[src/slbs_params.svh]
`ifndef SLBS_PARAMS_SVH
`define SLBS_PARAMS_SVH
`define SLBS_CLK_HZ 100000000
`define SLBS_TICK_MS 10
`define SLBS_CAN_FAST_MS 50
`define SLBS_CAN_SLOW_MS 200
`define SLBS_CAN_OFF_MS 800
`define SLBS_HZ2_HALF_MS 250
`define SLBS_FAST_HALF_MS 50
`define SLBS_CODE_HALF_MS 500
`define SLBS_PAUSE_MS 1000
`define SLBS_FLICKER_PULSES 10
`define SLBS_GREEN_PAIR 2
`endif

[src/slbs_pkg.sv]
package slbs_pkg;
	typedef enum logic [1:0] {
		SLBS_DARK = 2'h0,
		SLBS_RED = 2'h1,
		SLBS_GREEN = 2'h2,
		SLBS_ORANGE = 2'h3
	} slbs_colour_t;
	typedef enum logic [2:0] {
		SLBS_CAN_UNCFG = 3'h0,
		SLBS_CAN_CFG_BUSY = 3'h1,
		SLBS_CAN_CFG_BAD = 3'h2,
		SLBS_CAN_STOP = 3'h3,
		SLBS_CAN_PREOP = 3'h4,
		SLBS_CAN_OPER = 3'h5,
		SLBS_CAN_BUSOFF = 3'h6
	} slbs_can_state_t;
	typedef enum logic [1:0] {
		SLBS_FB_OFF = 2'h0,
		SLBS_FB_SEARCH = 2'h1,
		SLBS_FB_NODATA = 2'h2,
		SLBS_FB_OK = 2'h3
	} slbs_fb_state_t;
endpackage

[src/slbs_tick.sv]
`timescale 1ns/10ps
`include "slbs_params.svh"
// free-running timebase, one tick every TICK_MS milliseconds
module slbs_tick #(
	parameter int CLK_HZ = `SLBS_CLK_HZ,
	parameter int TICK_MS = `SLBS_TICK_MS
) (
	// clock and reset
	input wire logic core_clk,
	input wire logic nrst,
	input wire logic clk_en,
	// timebase pulse
	output logic tick
);
	localparam int DIV = CLK_HZ / 1000 * TICK_MS;
	logic [31:0] cnt_q;
	logic wrap;
	assign wrap = (cnt_q == 32'(DIV - 1));
	always_ff @(posedge core_clk)
	begin
		if (!nrst)
			cnt_q <= 32'h0;
		else if (clk_en)
			cnt_q <= wrap ? 32'h0 : cnt_q + 32'h1;
	end
	assign tick = clk_en && wrap;
endmodule

[src/slbs_blink_code.sv]
`timescale 1ns/10ps
`include "slbs_params.svh"
// three-group cyclic blink code: flicker, error code, error argument
module slbs_blink_code #(
	parameter int TICK_MS = `SLBS_TICK_MS,
	parameter int CW = 8
) (
	// clock and reset
	input wire logic core_clk,
	input wire logic nrst,
	input wire logic clk_en,
	input wire logic tick,
	// request
	input wire logic run,
	input wire logic [CW-1:0] err_code,
	input wire logic [CW-1:0] err_arg,
	// lamp
	output logic lamp
);
	localparam int FAST = `SLBS_FAST_HALF_MS / TICK_MS;
	localparam int SLOW = `SLBS_CODE_HALF_MS / TICK_MS;
	localparam int PAUSE = `SLBS_PAUSE_MS / TICK_MS;
	typedef enum logic [4:0] {
		SLBS_BC_IDLE = 5'h01,
		SLBS_BC_FLICK = 5'h02,
		SLBS_BC_CODE = 5'h04,
		SLBS_BC_ARG = 5'h08,
		SLBS_BC_PAUSE = 5'h10
	} slbs_bc_state_t;
	slbs_bc_state_t st_q;
	slbs_bc_state_t after_q;
	logic [15:0] tmr_q;
	logic [CW-1:0] left_q;
	logic [CW-1:0] code_q;
	logic [CW-1:0] arg_q;
	logic ph_q;
	logic half_done;
	logic last_pulse;
	assign half_done = tick && (tmr_q == 16'h0);
	assign last_pulse = ph_q && (left_q <= CW'(1));
	always_ff @(posedge core_clk)
	begin
		if (!nrst)
		begin
			st_q <= SLBS_BC_IDLE;
			after_q <= SLBS_BC_IDLE;
			tmr_q <= 16'h0;
			left_q <= '0;
			code_q <= '0;
			arg_q <= '0;
			ph_q <= 1'b0;
			lamp <= 1'b0;
		end
		else if (clk_en)
		begin
			case (st_q)
				SLBS_BC_IDLE:
				begin
					lamp <= 1'b0;
					if (run)
					begin
						// latch once per cycle so a change waits for the next one
						code_q <= err_code;
						arg_q <= err_arg;
						left_q <= CW'(`SLBS_FLICKER_PULSES);
						tmr_q <= 16'(FAST - 1);
						ph_q <= 1'b1;
						lamp <= 1'b1;
						st_q <= SLBS_BC_FLICK;
					end
				end
				SLBS_BC_FLICK, SLBS_BC_CODE, SLBS_BC_ARG:
				begin
					if (tick)
						tmr_q <= tmr_q - 16'h1;
					if (half_done)
					begin
						tmr_q <= (st_q == SLBS_BC_FLICK) ? 16'(FAST - 1) : 16'(SLOW - 1);
						if (last_pulse || left_q == '0)
						begin
							lamp <= 1'b0;
							tmr_q <= 16'(PAUSE - 1);
							st_q <= SLBS_BC_PAUSE;
							case (st_q)
								SLBS_BC_FLICK: after_q <= SLBS_BC_CODE;
								SLBS_BC_CODE: after_q <= SLBS_BC_ARG;
								default: after_q <= SLBS_BC_IDLE;
							endcase
						end
						else
						begin
							if (ph_q)
								left_q <= left_q - CW'(1);
							ph_q <= !ph_q;
							lamp <= !ph_q;
						end
					end
				end
				SLBS_BC_PAUSE:
				begin
					if (tick)
						tmr_q <= tmr_q - 16'h1;
					if (half_done)
					begin
						st_q <= after_q;
						tmr_q <= 16'(SLOW - 1);
						ph_q <= 1'b1;
						if (after_q == SLBS_BC_CODE)
						begin
							left_q <= code_q;
							lamp <= (code_q != '0);
						end
						else if (after_q == SLBS_BC_ARG)
						begin
							left_q <= arg_q;
							lamp <= (arg_q != '0);
						end
						else
							lamp <= 1'b0;
					end
				end
				default:
					st_q <= SLBS_BC_IDLE;
			endcase
		end
	end
endmodule

[src/slbs_led_seq.sv]
`timescale 1ns/10ps
`include "slbs_params.svh"
// Function
// - I/O indicator steady green during normal bus data cycles.
// - I/O indicator flashes orange rapidly during bus initialisation.
// - I/O indicator steady red on hardware fault.
// - I/O indicator flashes red at 2 Hz on recoverable error.
// - I/O indicator shows red blink-code sequence on bus error.
// - I/O indicator dark when library not loaded or not called.
// - CAN indicator off while unconfigured.
// - CAN indicator alternates red/green 50 ms each while configuring.
// - CAN indicator alternates red/green 200 ms each on invalid configuration.
// - CAN Stop: green 200 ms then off 800 ms, repeating.
// - CAN Preoperational: green 200 ms then off 200 ms, repeating.
// - CAN Operational without error: steady green.
// - CAN bus-off: steady red.
// - Preoperational error: N red flashes then two green flashes, repeating.
// - Operational error: N red flashes then green 800 ms, repeating.
// - fieldbus indicator steady red while no communication, finding baud rate.
// - fieldbus red flashing without process data; steady green when error-free.
// - fieldbus indicator off when interface deactivated.
// - diagnosis shown cyclically as flicker, code and argument groups.
// - after flicker, one second pause, then pulses equal to error code.
// - after another pause, pulses equal to error argument.
// - flicker at about 10 Hz followed by one second pause.
// - code and argument pulses at about 1 Hz.
// - with error pending, sequence restarts with flicker and repeats.
module slbs_led_seq #(
	parameter int CLK_HZ = `SLBS_CLK_HZ,
	parameter int TICK_MS = `SLBS_TICK_MS,
	parameter int CW = 8
) (
	// clock, reset, enable
	input wire logic core_clk,
	input wire logic nrst,
	input wire logic clk_en,
	// local bus indicator conditions, priority high to low as listed
	input wire logic io_hw_fault,
	input wire logic io_bus_err,
	input wire logic [CW-1:0] io_err_code,
	input wire logic [CW-1:0] io_err_arg,
	input wire logic io_recov_err,
	input wire logic io_init,
	input wire logic io_running,
	// can indicator conditions
	input wire slbs_pkg::slbs_can_state_t can_state,
	input wire logic [1:0] can_err_n,
	// fieldbus indicator conditions
	input wire slbs_pkg::slbs_fb_state_t fb_state,
	// indicator drive
	output logic io_led_red,
	output logic io_led_green,
	output logic can_led_red,
	output logic can_led_green,
	output logic fieldbus_fault_indicator_red,
	output logic fieldbus_fault_indicator_green
);
	localparam int T_FAST = `SLBS_FAST_HALF_MS / TICK_MS;
	localparam int T_HZ2 = `SLBS_HZ2_HALF_MS / TICK_MS;
	localparam int T_CF = `SLBS_CAN_FAST_MS / TICK_MS;
	localparam int T_CS = `SLBS_CAN_SLOW_MS / TICK_MS;
	localparam int T_CO = `SLBS_CAN_OFF_MS / TICK_MS;

	// ticks of one pattern half, never below one
	function automatic logic [15:0] half_ticks(input int t);
		half_ticks = (t < 1) ? 16'h1 : 16'(t);
	endfunction

	logic tick;
	logic bc_lamp;
	slbs_tick #(
		.CLK_HZ(CLK_HZ),
		.TICK_MS(TICK_MS)
	) slbs_tick_inst (
		.core_clk(core_clk),
		.nrst(nrst),
		.clk_en(clk_en),
		.tick(tick)
	);

	slbs_blink_code #(
		.TICK_MS(TICK_MS),
		.CW(CW)
	) slbs_blink_code_inst (
		.core_clk(core_clk),
		.nrst(nrst),
		.clk_en(clk_en),
		.tick(tick),
		.run(io_bus_err),
		.err_code(io_err_code),
		.err_arg(io_err_arg),
		.lamp(bc_lamp)
	);

	// free-running square waves for the local and fieldbus indicators
	logic [15:0] fast_q;
	logic [15:0] hz2_q;
	logic fast_ph_q;
	logic hz2_ph_q;
	logic fast_wrap;
	logic hz2_wrap;
	assign fast_wrap = (fast_q >= half_ticks(T_FAST) - 16'h1);
	assign hz2_wrap = (hz2_q >= half_ticks(T_HZ2) - 16'h1);
	always_ff @(posedge core_clk)
	begin
		if (!nrst)
		begin
			fast_q <= 16'h0;
			hz2_q <= 16'h0;
			fast_ph_q <= 1'b0;
			hz2_ph_q <= 1'b0;
		end
		else if (clk_en && tick)
		begin
			fast_q <= fast_wrap ? 16'h0 : fast_q + 16'h1;
			hz2_q <= hz2_wrap ? 16'h0 : hz2_q + 16'h1;
			if (fast_wrap)
				fast_ph_q <= !fast_ph_q;
			if (hz2_wrap)
				hz2_ph_q <= !hz2_ph_q;
		end
	end

	// local bus indicator
	slbs_pkg::slbs_colour_t io_col;
	assign io_col = io_hw_fault ? slbs_pkg::SLBS_RED :
		io_bus_err ? (bc_lamp ? slbs_pkg::SLBS_RED : slbs_pkg::SLBS_DARK) :
		io_recov_err ? (hz2_ph_q ? slbs_pkg::SLBS_RED : slbs_pkg::SLBS_DARK) :
		io_init ? (fast_ph_q ? slbs_pkg::SLBS_ORANGE : slbs_pkg::SLBS_DARK) :
		io_running ? slbs_pkg::SLBS_GREEN :
		slbs_pkg::SLBS_DARK;

	// can indicator: phase sequencer, each phase a colour and a duration
	typedef enum logic [3:0] {
		SLBS_CP_A = 4'h1,
		SLBS_CP_B = 4'h2,
		SLBS_CP_RED = 4'h4,
		SLBS_CP_GRN = 4'h8
	} slbs_cp_t;
	slbs_cp_t cp_q;
	slbs_pkg::slbs_can_state_t can_prev_q;
	logic [1:0] err_prev_q;
	logic [15:0] ct_q;
	logic [2:0] cn_q;
	logic [2:0] flash_q;
	logic can_ph_q;
	logic can_restart;
	logic can_err;
	logic ct_done;
	logic can_oper;
	logic can_preop;
	logic can_cfg;
	logic can_beacon;
	logic can_busoff;
	assign can_oper = (can_state == slbs_pkg::SLBS_CAN_OPER);
	assign can_preop = (can_state == slbs_pkg::SLBS_CAN_PREOP);
	assign can_cfg = (can_state == slbs_pkg::SLBS_CAN_CFG_BUSY) ||
		(can_state == slbs_pkg::SLBS_CAN_CFG_BAD);
	assign can_beacon = (can_state == slbs_pkg::SLBS_CAN_STOP) || can_preop;
	assign can_busoff = (can_state == slbs_pkg::SLBS_CAN_BUSOFF);
	assign can_err = (can_err_n != 2'h0) && (can_oper || can_preop);
	assign can_restart = (can_state != can_prev_q) || (can_err_n != err_prev_q);
	assign ct_done = tick && (ct_q == 16'h0);

	// reload count of the phase being entered, one tick less than its duration
	function automatic logic [15:0] can_len(input slbs_pkg::slbs_can_state_t s,
		input slbs_cp_t p);
		case (s)
			slbs_pkg::SLBS_CAN_CFG_BUSY: can_len = half_ticks(T_CF) - 16'h1;
			slbs_pkg::SLBS_CAN_STOP: can_len = (p == SLBS_CP_B) ?
				half_ticks(T_CO) - 16'h1 : half_ticks(T_CS) - 16'h1;
			default: can_len = half_ticks(T_CS) - 16'h1;
		endcase
	endfunction

	always_ff @(posedge core_clk)
	begin
		if (!nrst)
		begin
			cp_q <= SLBS_CP_A;
			can_prev_q <= slbs_pkg::SLBS_CAN_UNCFG;
			err_prev_q <= 2'h0;
			ct_q <= 16'h0;
			cn_q <= 3'h0;
			flash_q <= 3'h0;
			can_ph_q <= 1'b0;
		end
		else if (clk_en)
		begin
			can_prev_q <= can_state;
			err_prev_q <= can_err_n;
			if (can_restart)
			begin
				// only an error pattern opens in SLBS_CP_RED; plain preop needs its green phase
				cp_q <= can_err ? SLBS_CP_RED : SLBS_CP_A;
				ct_q <= can_len(can_state, SLBS_CP_A);
				cn_q <= {1'b0, can_err_n};
				flash_q <= 3'h0;
				can_ph_q <= 1'b1;
			end
			else
			begin
				if (tick)
					ct_q <= ct_q - 16'h1;
				if (ct_done)
				begin
					ct_q <= can_len(can_state, cp_q);
					case (cp_q)
						SLBS_CP_A:
						begin
							cp_q <= SLBS_CP_B;
							ct_q <= can_len(can_state, SLBS_CP_B);
						end
						SLBS_CP_B:
						begin
							cp_q <= SLBS_CP_A;
							ct_q <= can_len(can_state, SLBS_CP_A);
						end
						SLBS_CP_RED:
						begin
							// red flash then dark gap; count completed flashes
							can_ph_q <= !can_ph_q;
							if (!can_ph_q && (flash_q + 3'h1 >= cn_q))
							begin
								cp_q <= SLBS_CP_GRN;
								flash_q <= 3'h0;
								can_ph_q <= 1'b1;
								if (can_state == slbs_pkg::SLBS_CAN_OPER)
									ct_q <= half_ticks(T_CO) - 16'h1;
							end
							else if (!can_ph_q)
								flash_q <= flash_q + 3'h1;
						end
						SLBS_CP_GRN:
						begin
							can_ph_q <= !can_ph_q;
							if (can_state == slbs_pkg::SLBS_CAN_OPER ||
								(!can_ph_q && flash_q + 3'h1 >= 3'(`SLBS_GREEN_PAIR)))
							begin
								cp_q <= SLBS_CP_RED;
								flash_q <= 3'h0;
								can_ph_q <= 1'b1;
							end
							else if (!can_ph_q)
								flash_q <= flash_q + 3'h1;
						end
						default:
							cp_q <= SLBS_CP_A;
					endcase
				end
			end
		end
	end

	slbs_pkg::slbs_colour_t can_col;
	assign can_col = can_busoff ? slbs_pkg::SLBS_RED :
		can_err ? ((cp_q == SLBS_CP_RED) ?
			(can_ph_q ? slbs_pkg::SLBS_RED : slbs_pkg::SLBS_DARK) :
			(can_ph_q ? slbs_pkg::SLBS_GREEN : slbs_pkg::SLBS_DARK)) :
		can_oper ? slbs_pkg::SLBS_GREEN :
		can_cfg ?
			((cp_q == SLBS_CP_A) ? slbs_pkg::SLBS_RED : slbs_pkg::SLBS_GREEN) :
		can_beacon ?
			((cp_q == SLBS_CP_A) ? slbs_pkg::SLBS_GREEN : slbs_pkg::SLBS_DARK) :
		slbs_pkg::SLBS_DARK;

	// fieldbus fault indicator
	slbs_pkg::slbs_colour_t fb_col;
	logic fb_search;
	logic fb_nodata;
	logic fb_ok;
	assign fb_search = (fb_state == slbs_pkg::SLBS_FB_SEARCH);
	assign fb_nodata = (fb_state == slbs_pkg::SLBS_FB_NODATA);
	assign fb_ok = (fb_state == slbs_pkg::SLBS_FB_OK);
	// the no-data flash shares the 2 hz wave of the local indicator
	assign fb_col = fb_search ? slbs_pkg::SLBS_RED :
		fb_nodata ? (hz2_ph_q ? slbs_pkg::SLBS_RED : slbs_pkg::SLBS_DARK) :
		fb_ok ? slbs_pkg::SLBS_GREEN :
		slbs_pkg::SLBS_DARK;

	// registered lamp drive
	always_ff @(posedge core_clk)
	begin
		if (!nrst)
		begin
			io_led_red <= 1'b0;
			io_led_green <= 1'b0;
			can_led_red <= 1'b0;
			can_led_green <= 1'b0;
			fieldbus_fault_indicator_red <= 1'b0;
			fieldbus_fault_indicator_green <= 1'b0;
		end
		else if (clk_en)
		begin
			io_led_red <= io_col[0];
			io_led_green <= io_col[1];
			can_led_red <= can_col[0];
			can_led_green <= can_col[1];
			fieldbus_fault_indicator_red <= fb_col[0];
			fieldbus_fault_indicator_green <= fb_col[1];
		end
	end
endmodule

[config.mk]
export PLATFORM = sky130hd
export DESIGN_NAME = slbs_led_seq
export DESIGN_NICKNAME = d
export VERILOG_FILES = /design/src/slbs_pkg.sv /design/src/slbs_tick.sv /design/src/slbs_blink_code.sv /design/src/slbs_led_seq.sv
export VERILOG_INCLUDE_DIRS = /design/src
export SDC_FILE = /design/constraint.sdc
export NUM_CORES = 1
export LEC_CHECK = 0
export ABC_AREA = 1
export BUFFER_PORTS_ARGS = -buffer_cell sky130_fd_sc_hd__buf_2
export CAP_MARGIN = 0
export CORE_MARGIN = 10
export CORE_UTILIZATION = 30
export CTS_CLUSTER_SIZE = 14
export DETAILED_ROUTE_END_ITERATION = 8
export SYNTH_ARGS = -nofsm -noshare
export SYNTH_HDL_FRONTEND = slang
export SYNTH_SLANG_ARGS = --single-unit
[constraint.sdc]
create_clock -name core_clk -period 2.4 [get_ports core_clk]
set_input_delay 0.12 -clock core_clk [delete_from_list [all_inputs] [get_ports core_clk]]
set_output_delay 0.12 -clock core_clk [all_outputs]
set_load 0.005 [all_outputs]
==> metrics.cfg, run 1 <==
[logic_synthesis]
synth-warning-count = 0
synth.distinct_cells = 56
postSynthAreaPerCell_sq_um = 6.86
synthArstFlopShare_pct = 0
synth-seq-area-share_pct = 37.1
post_synth_instance_area_sq_um = 8250
synth_seq_cells = 153
ys_dominant_reg_cell = dfxtp_1
synthesis.instances = 1202
count_of_flip_flops_with_a_built_in_enable_after_synthesis = 0
postSynthNetCount = 1247

[global_routing]
globalRouteTotalUtil_pct = 12.0
grt_antenna_before_repair = 0
grt_remaining_overflow = 0
grt_max_degree = 39
first_global_vias = 7197
first_pass_grt_wire_length_mm = 34.2

[floorplanning]
num_rows = 60
start_util_pct = 30.5
die-height_um = 186
boundaryPins = 37
area_of_the_placeable_core_sq_um = 27000
dieArea_sq_um = 34500
die_extent_in_x_um = 186

[critical_path]
critical_path_required_ns = 2.76
r2r_end = ct_q[6]
r2r-start = flash_q[0]
worstPathMaxFanout = 5
crit_arrival_ns = 2.46
cp-end-kind = flop
reg2reg_slack_ns = 0.30
rr_worst_depth = 9
setup.worst_path.start_class = flop
critPathKind = reg2reg

[run]
maxCapViolations = 0

[clock_tree]
clock_latency_ns = 0.44
cts_htree_levels = 4
clkSlewWorstSetupHoldPaths_ns = 0.07
clock_tree.root_cell = clkbuf_16
post_cts_resized = 0
tritoncts = done
cts-buffers-inserted = 17
post_cts_buffers = 0
numClockSinks = 153
clockBufferDepth = 2

[worst_hold_path]
min-delay-path-class = in2reg
worstHoldStart = can_err_n[0]
hold_end = cn_q[0]
min_delay_path_depth = 3

[sta]
timing.max_slew.rel_slack_pct = 59.2
finalSetupViolations = 0
hold_slack_ns = 0.0139
hold_viol_final = 0
tightest_slew_ns = 0.612
final_layout_setup_total_negative_slack_ns = 0
layout_worst_path_cycle_share_pct = 87.4
rsz0062_at_grt = no
finalCriticalPeriod_ns = 2.10
fmax_mhz = 477
maxSlewViolCount = 0
clock_skew_ns = 0.0156

[detailed_routing]
route.antenna.remaining_nets = 0
drc = 0
detail_route.wirelength_mm = 20.1
detail_route.first_pass.iterations = 5
routed_wire_length_per_instance_um = 12.4
via_count = 7565
detailedRoute.firstIterationViolations = 450
via_per_instance_ratio = 4.68

[cells_and_area]
most-common-layout-cells = nand2_1, nor2_1, dfxtp_1, inv_1, a21oi_1
drive_above_1_share_pct = 13.6
syn2layout_area_growth_pct = 16.6
nFillCells = 2875
final_nets = 1308
mostFrequentLayoutCell = nand2_1
antenna_cells = 0

[place]
gp_routability_congestion = 0.863
port_buffers = 36
post-dp-hpwl_mm = 14.7

[pwr]
cellLeakagePower_nw = 4.11
ir_worst_vdd_v = 0.000487
power_density_nw_per_um2 = 768

[run_status]
run_status = complete, no violations

state kept, by name, indices dropped and copies added (netlist names), 4 cells and up:
register	flops
cp_q	4
slbs_blink_code_inst.st_q	5
slbs_blink_code_inst.left_q	8
slbs_blink_code_inst.code_q	8
slbs_blink_code_inst.arg_q	8
fast_q	16
ct_q	16
slbs_tick_inst.cnt_q	32
slbs_blink_code_inst.tmr_q	16
hz2_q	16
cell type report:
type | instances | area (sq um) | area share (%)
Sequential cell | 153 | 3060 | 31.8
Inverter | 148 | 566 | 5.88
Timing Repair Buffer | 70 | 490 | 5.10
Clock inverter | 14 | 156 | 1.63
Clock buffer | 18 | 429 | 4.46
Multi-Input combinational cell | 873 | 4490 | 46.7
Tap cell | 341 | 427 | 4.43
worst max path at each step:
stage          slack (ns)  startpoint          to
2_1_floorplan        0.64  flash_q[1]     ct_q[3]
3_3_place_gp         0.37  flash_q[1]     ct_q[6]
3_5_place_dp         0.35  flash_q[0]     ct_q[6]
4_1_cts              0.32  flash_q[0]     ct_q[6]
5_1_grt              0.15  flash_q[0]  flash_q[2]
6_report             0.30  flash_q[0]     ct_q[6]
cell usage after synthesis, drive strengths merged, types with 2 or more instances:
library cell,number,area [sq um]
nand2,278,1160
nor2,210,901
dfxtp,153,3060
inv,144,546
a21oi,85,433
o21ai,76,395
nand3,69,395
nor3,39,238
clkbuf,17,63.8
xor2,17,149
nand4,16,121
ha,14,175
nor4,12,75.1
xnor2,12,105
buf,11,66.3
and3,5,31.3
a31oi,4,25.0
clkinv,4,20.0
o21bai,4,30.0
o31ai,4,30.0
a211oi,3,22.5
nor3b,3,37.5
o2111ai,3,26.3
o21a,3,22.5
o22ai,3,18.8
or2,3,18.8
o211ai,2,15.0
per-stage QoR:
step	area (sq um)	std cells	total power (W)	util, %	setup WS [ns]
floorplan	8250	1202	0.00432	-	0.638
global placement	8820	1563	0.00472	32.6	0.371
detailed placement	8820	1563	0.00472	32.6	0.355
CTS	9620	1617	0.00746	35.6	0.324
global route	9620	1617	0.00782	35.6	0.151
finish	9620	1617	0.00739	35.6	0.303
routing by layer:
layer	vias up	track usage (%)	wire length [um]
li1	4021	-	-
met1	3418	15.4	10000
met2	112	19.5	9070
met3	14	3.06	741
met4	0	3.06	238
met5	-	0	0
power by group:
part	switching [W]	total (W)	internal [W]
Combinational	0.00121	0.00182	0.000606
Clock	0.00121	0.00269	0.00148
Sequential	0.000148	0.00288	0.00273
worst max-delay path, stage by stage, from the launching register on:
cell and delay (ns):
dfxtp_1 0.37, ha_1 0.29, inv_1 0.06, ha_1 0.26, o21ai_0 0.08, nand3_1 0.07, nand2_1 0.09, o311ai_0 0.51
nand3_1 0.14, a21oi_1 0.15
logic make-up (layout without fill, tap and decap cells):
group,count (synthesis),after routing,synth area share [%]
XOR/XNOR,29,29,3.08
AO/OA/AOI/OAI,193,193,13.0
AND/OR/NAND/NOR,637,637,36.3
buffers and inverters,176,250,8.43
flip-flops,153,153,37.1
adder cells (fa/ha/maj),14,14,2.12
what timing repair did:
item | 4_1_cts | 5_1_grt
hold endpoints to repair | 21 | 0
endpoints found under the setup margin | 0 | 0
hold buffers | 22 | 0
(Power assumes the default switching activity.)
==> run 2, diff against run 1 <==
CORE_ASPECT_RATIO = 1.2   (was not set)
==> run 2 against run 1 <==
Effect of this change:
- non-clock buffer count fell by 1
- largest cell class unchanged
- register-to-register slack better by 0.07 ns
- hold slack improved by 0.0079 ns
==> metrics.cfg, run 2 (synthesis gave the netlist of run 1 again) <==
[detailed_routing]
via_per_instance_ratio = 4.72  ; +0.83%
routed_wire_length_per_instance_um = 12.5  ; +0.75%
detailedRoute.firstIterationViolations = 445  ; -1.1%
route.antenna.remaining_nets = 0  ; unchanged
detail_route.first_pass.iterations = 5  ; unchanged
via_count = 7618  ; +0.70%
detail_route.wirelength_mm = 20.2  ; +0.62%
drc = 0  ; unchanged

[sta]
hold_viol_final = 0  ; unchanged
clock_skew_ns = 0.0110  ; -0.00462 ns
final_layout_setup_total_negative_slack_ns = 0  ; unchanged
rsz0062_at_grt = no
finalSetupViolations = 0  ; unchanged
fmax_mhz = 492  ; +3.2%
timing.max_slew.rel_slack_pct = 61.1  ; +1.9 points
layout_worst_path_cycle_share_pct = 84.6  ; -2.7 points
finalCriticalPeriod_ns = 2.03  ; -0.0655 ns
tightest_slew_ns = 0.583  ; -0.0286 ns
maxSlewViolCount = 0  ; unchanged

[clock_tree]
cts_htree_levels = 4  ; unchanged
clkSlewWorstSetupHoldPaths_ns = 0.07  ; about the same
tritoncts = done
post_cts_resized = 0  ; unchanged
cts-buffers-inserted = 17  ; unchanged
numClockSinks = 153  ; unchanged
clock_tree.root_cell = clkbuf_16
clock_latency_ns = 0.43  ; about the same
clockBufferDepth = 2  ; unchanged
post_cts_buffers = 0  ; unchanged

[pwr]
internal_power_w = 0.00495  ; +2.8%
ir_worst_vdd_v = 0.000460  ; -5.5%
comb_power_share_pct = 24.1  ; -0.5 points
switching_part_of_the_total_power_pct = 34.2  ; -0.66 points
p_sw_w = 0.00257  ; -0.12%
clkPwrFrac_pct = 37.6  ; +1.1 points
power_density_nw_per_um2 = 780  ; +1.6%
cellLeakagePower_nw = 4.13  ; +0.41%
pwr-share-seq_pct = 38.3  ; -0.6 points

[cells_and_area]
nFillCells = 2880  ; +0.17%
final_nets = 1307  ; -0.076%
final_design_area_no_fill_sq_um = 9640  ; +0.21%
largest_reg_flops = 32  ; unchanged
post_layout_nonfiller_instances = 1615  ; -0.12%
max_flop_register = slbs_tick_inst.cnt_q
multi_input_area_sq_um = 4490  ; unchanged
antenna_cells = 0  ; unchanged
drive_above_1_share_pct = 13.6  ; +0.089 points
sequential_cell_area_sq_um = 3060  ; unchanged
syn2layout_area_growth_pct = 16.9
most-common-layout-cells = nand2_1, nor2_1, dfxtp_1, inv_1, a21oi_1
mostFrequentLayoutCell = nand2_1

[global_routing]
first_global_vias = 7081  ; -1.6%
grt_remaining_overflow = 0  ; unchanged
grt_antenna_before_repair = 0  ; unchanged
first_pass_grt_wire_length_mm = 33.9  ; -0.81%
globalRouteTotalUtil_pct = 11.8  ; -0.13 points
grt_max_degree = 45  ; +15%

[place]
port_buffers = 36  ; unchanged
placement.cell_area_sq_um = 8820  ; about the same
post-dp-hpwl_mm = 14.9  ; +1.4%
gp_routability_congestion = 0.860  ; -0.37%
placedCellCount = 1562  ; -0.064%

[floorplanning]
boundaryPins = 37  ; unchanged
die-height_um = 202  ; +8.5%
num_rows = 66  ; +10%
area_of_the_placeable_core_sq_um = 27100  ; +0.22%
start_util_pct = 30.5  ; -0.068 points
die_extent_in_x_um = 171  ; -7.8%
dieArea_sq_um = 34600  ; about the same

[critical_path]
crit_arrival_ns = 2.34  ; -0.12 ns
worstPathMaxFanout = 6  ; +1
critPathKind = reg2reg
setup.worst_path.start_class = flop
critical_path_required_ns = 2.71  ; -0.05 ns
cp-end-kind = flop

[run]
maxCapViolations = 0  ; unchanged

[run_status]
run_status = complete, no violations

[worst_hold_path]
min-delay-path-class = in2reg

[run 2: cell count changes in the layout (fill, tap and decap cells not counted)]
cell / previous run / this run
clkinv_8: 1 / 0
inv_6: 6 / 7
inv_8: 4 / 5
clkinvlp_4: 1 / 0
dlygate4sd3_1: 22 / 21
clkbuf_8: 0 / 1
clkbuf_1: 1 / 0
clkinv_2: 1 / 0
bufinv_16: 1 / 2
[run 2: final timing paths]
check                           from             to  slack (ns)  cells after the start
min reg2reg                fast_q[4]      fast_q[4]        0.44                      2
min                     can_state[1]  can_prev_q[1]        0.02                      3
max reg2reg  slbs_tick_inst.cnt_q[0]     flash_q[2]        0.37                     10
max          slbs_tick_inst.cnt_q[0]     flash_q[2]        0.37                     10
[run 2: power groups by stage]
stage	registers (W)	logic (W)	clock network [W]
3_5_place_dp	0.00293	0.00179	0
6_report	0.00288	0.00182	0.00283
2_1_floorplan	0.00290	0.00143	0
3_3_place_gp	0.00293	0.00178	0
4_1_cts	0.00288	0.00183	0.00290
5_1_grt	0.00290	0.00207	0.00301
[run 2: what timing repair did]
action                                 in CTS  in global routing
hold buffers                               21                  0
endpoints found under the hold margin      20                  0
setup endpoints to repair                   0                  0
[run 2: metrics by stage]
step	setup WS, ns	power (W)	utilization (%)	hold slack [ns]
2_1_floorplan	0.638	0.00432	-	0.255
3_3_place_gp	0.425	0.00471	32.6	0.341
3_5_place_dp	0.378	0.00472	32.6	0.351
4_1_cts	0.360	0.00760	35.6	0.00327
5_1_grt	0.118	0.00798	35.6	0.0171
6_report	0.369	0.00752	35.6	0.0218
[run 2: layout make-up]
type,instances,share of cell area (%)
clock buffers,18,4.55
well taps,340,4.41
flip-flops and latches,153,31.8
clock inverters,14,1.84
repair buffers,69,4.98
inverters,148,5.86
multi-input cells,873,46.6
[run 2: layer usage]
| layer | part of all wire, % | GRT usage (%) |
|---|---|---|
| met4 | 1.4 | 3.36 |
| met1 | 48 | 14.9 |
| met3 | 3.5 | 2.96 |
| met2 | 47 | 19.4 |
| met5 | 0 | 0 |
[run 2: worst max-delay path, cell delays in order (launching register included)]
cell	delay, ns
dfxtp_1	0.38
ha_1	0.21
nand2_1	0.09
nor2_2	0.18
nand2_4	0.10
nor3_4	0.26
nand2_2	0.11
nand2_4	0.11
nand3_1	0.18
o21ai_0	0.22
a21oi_1	0.06
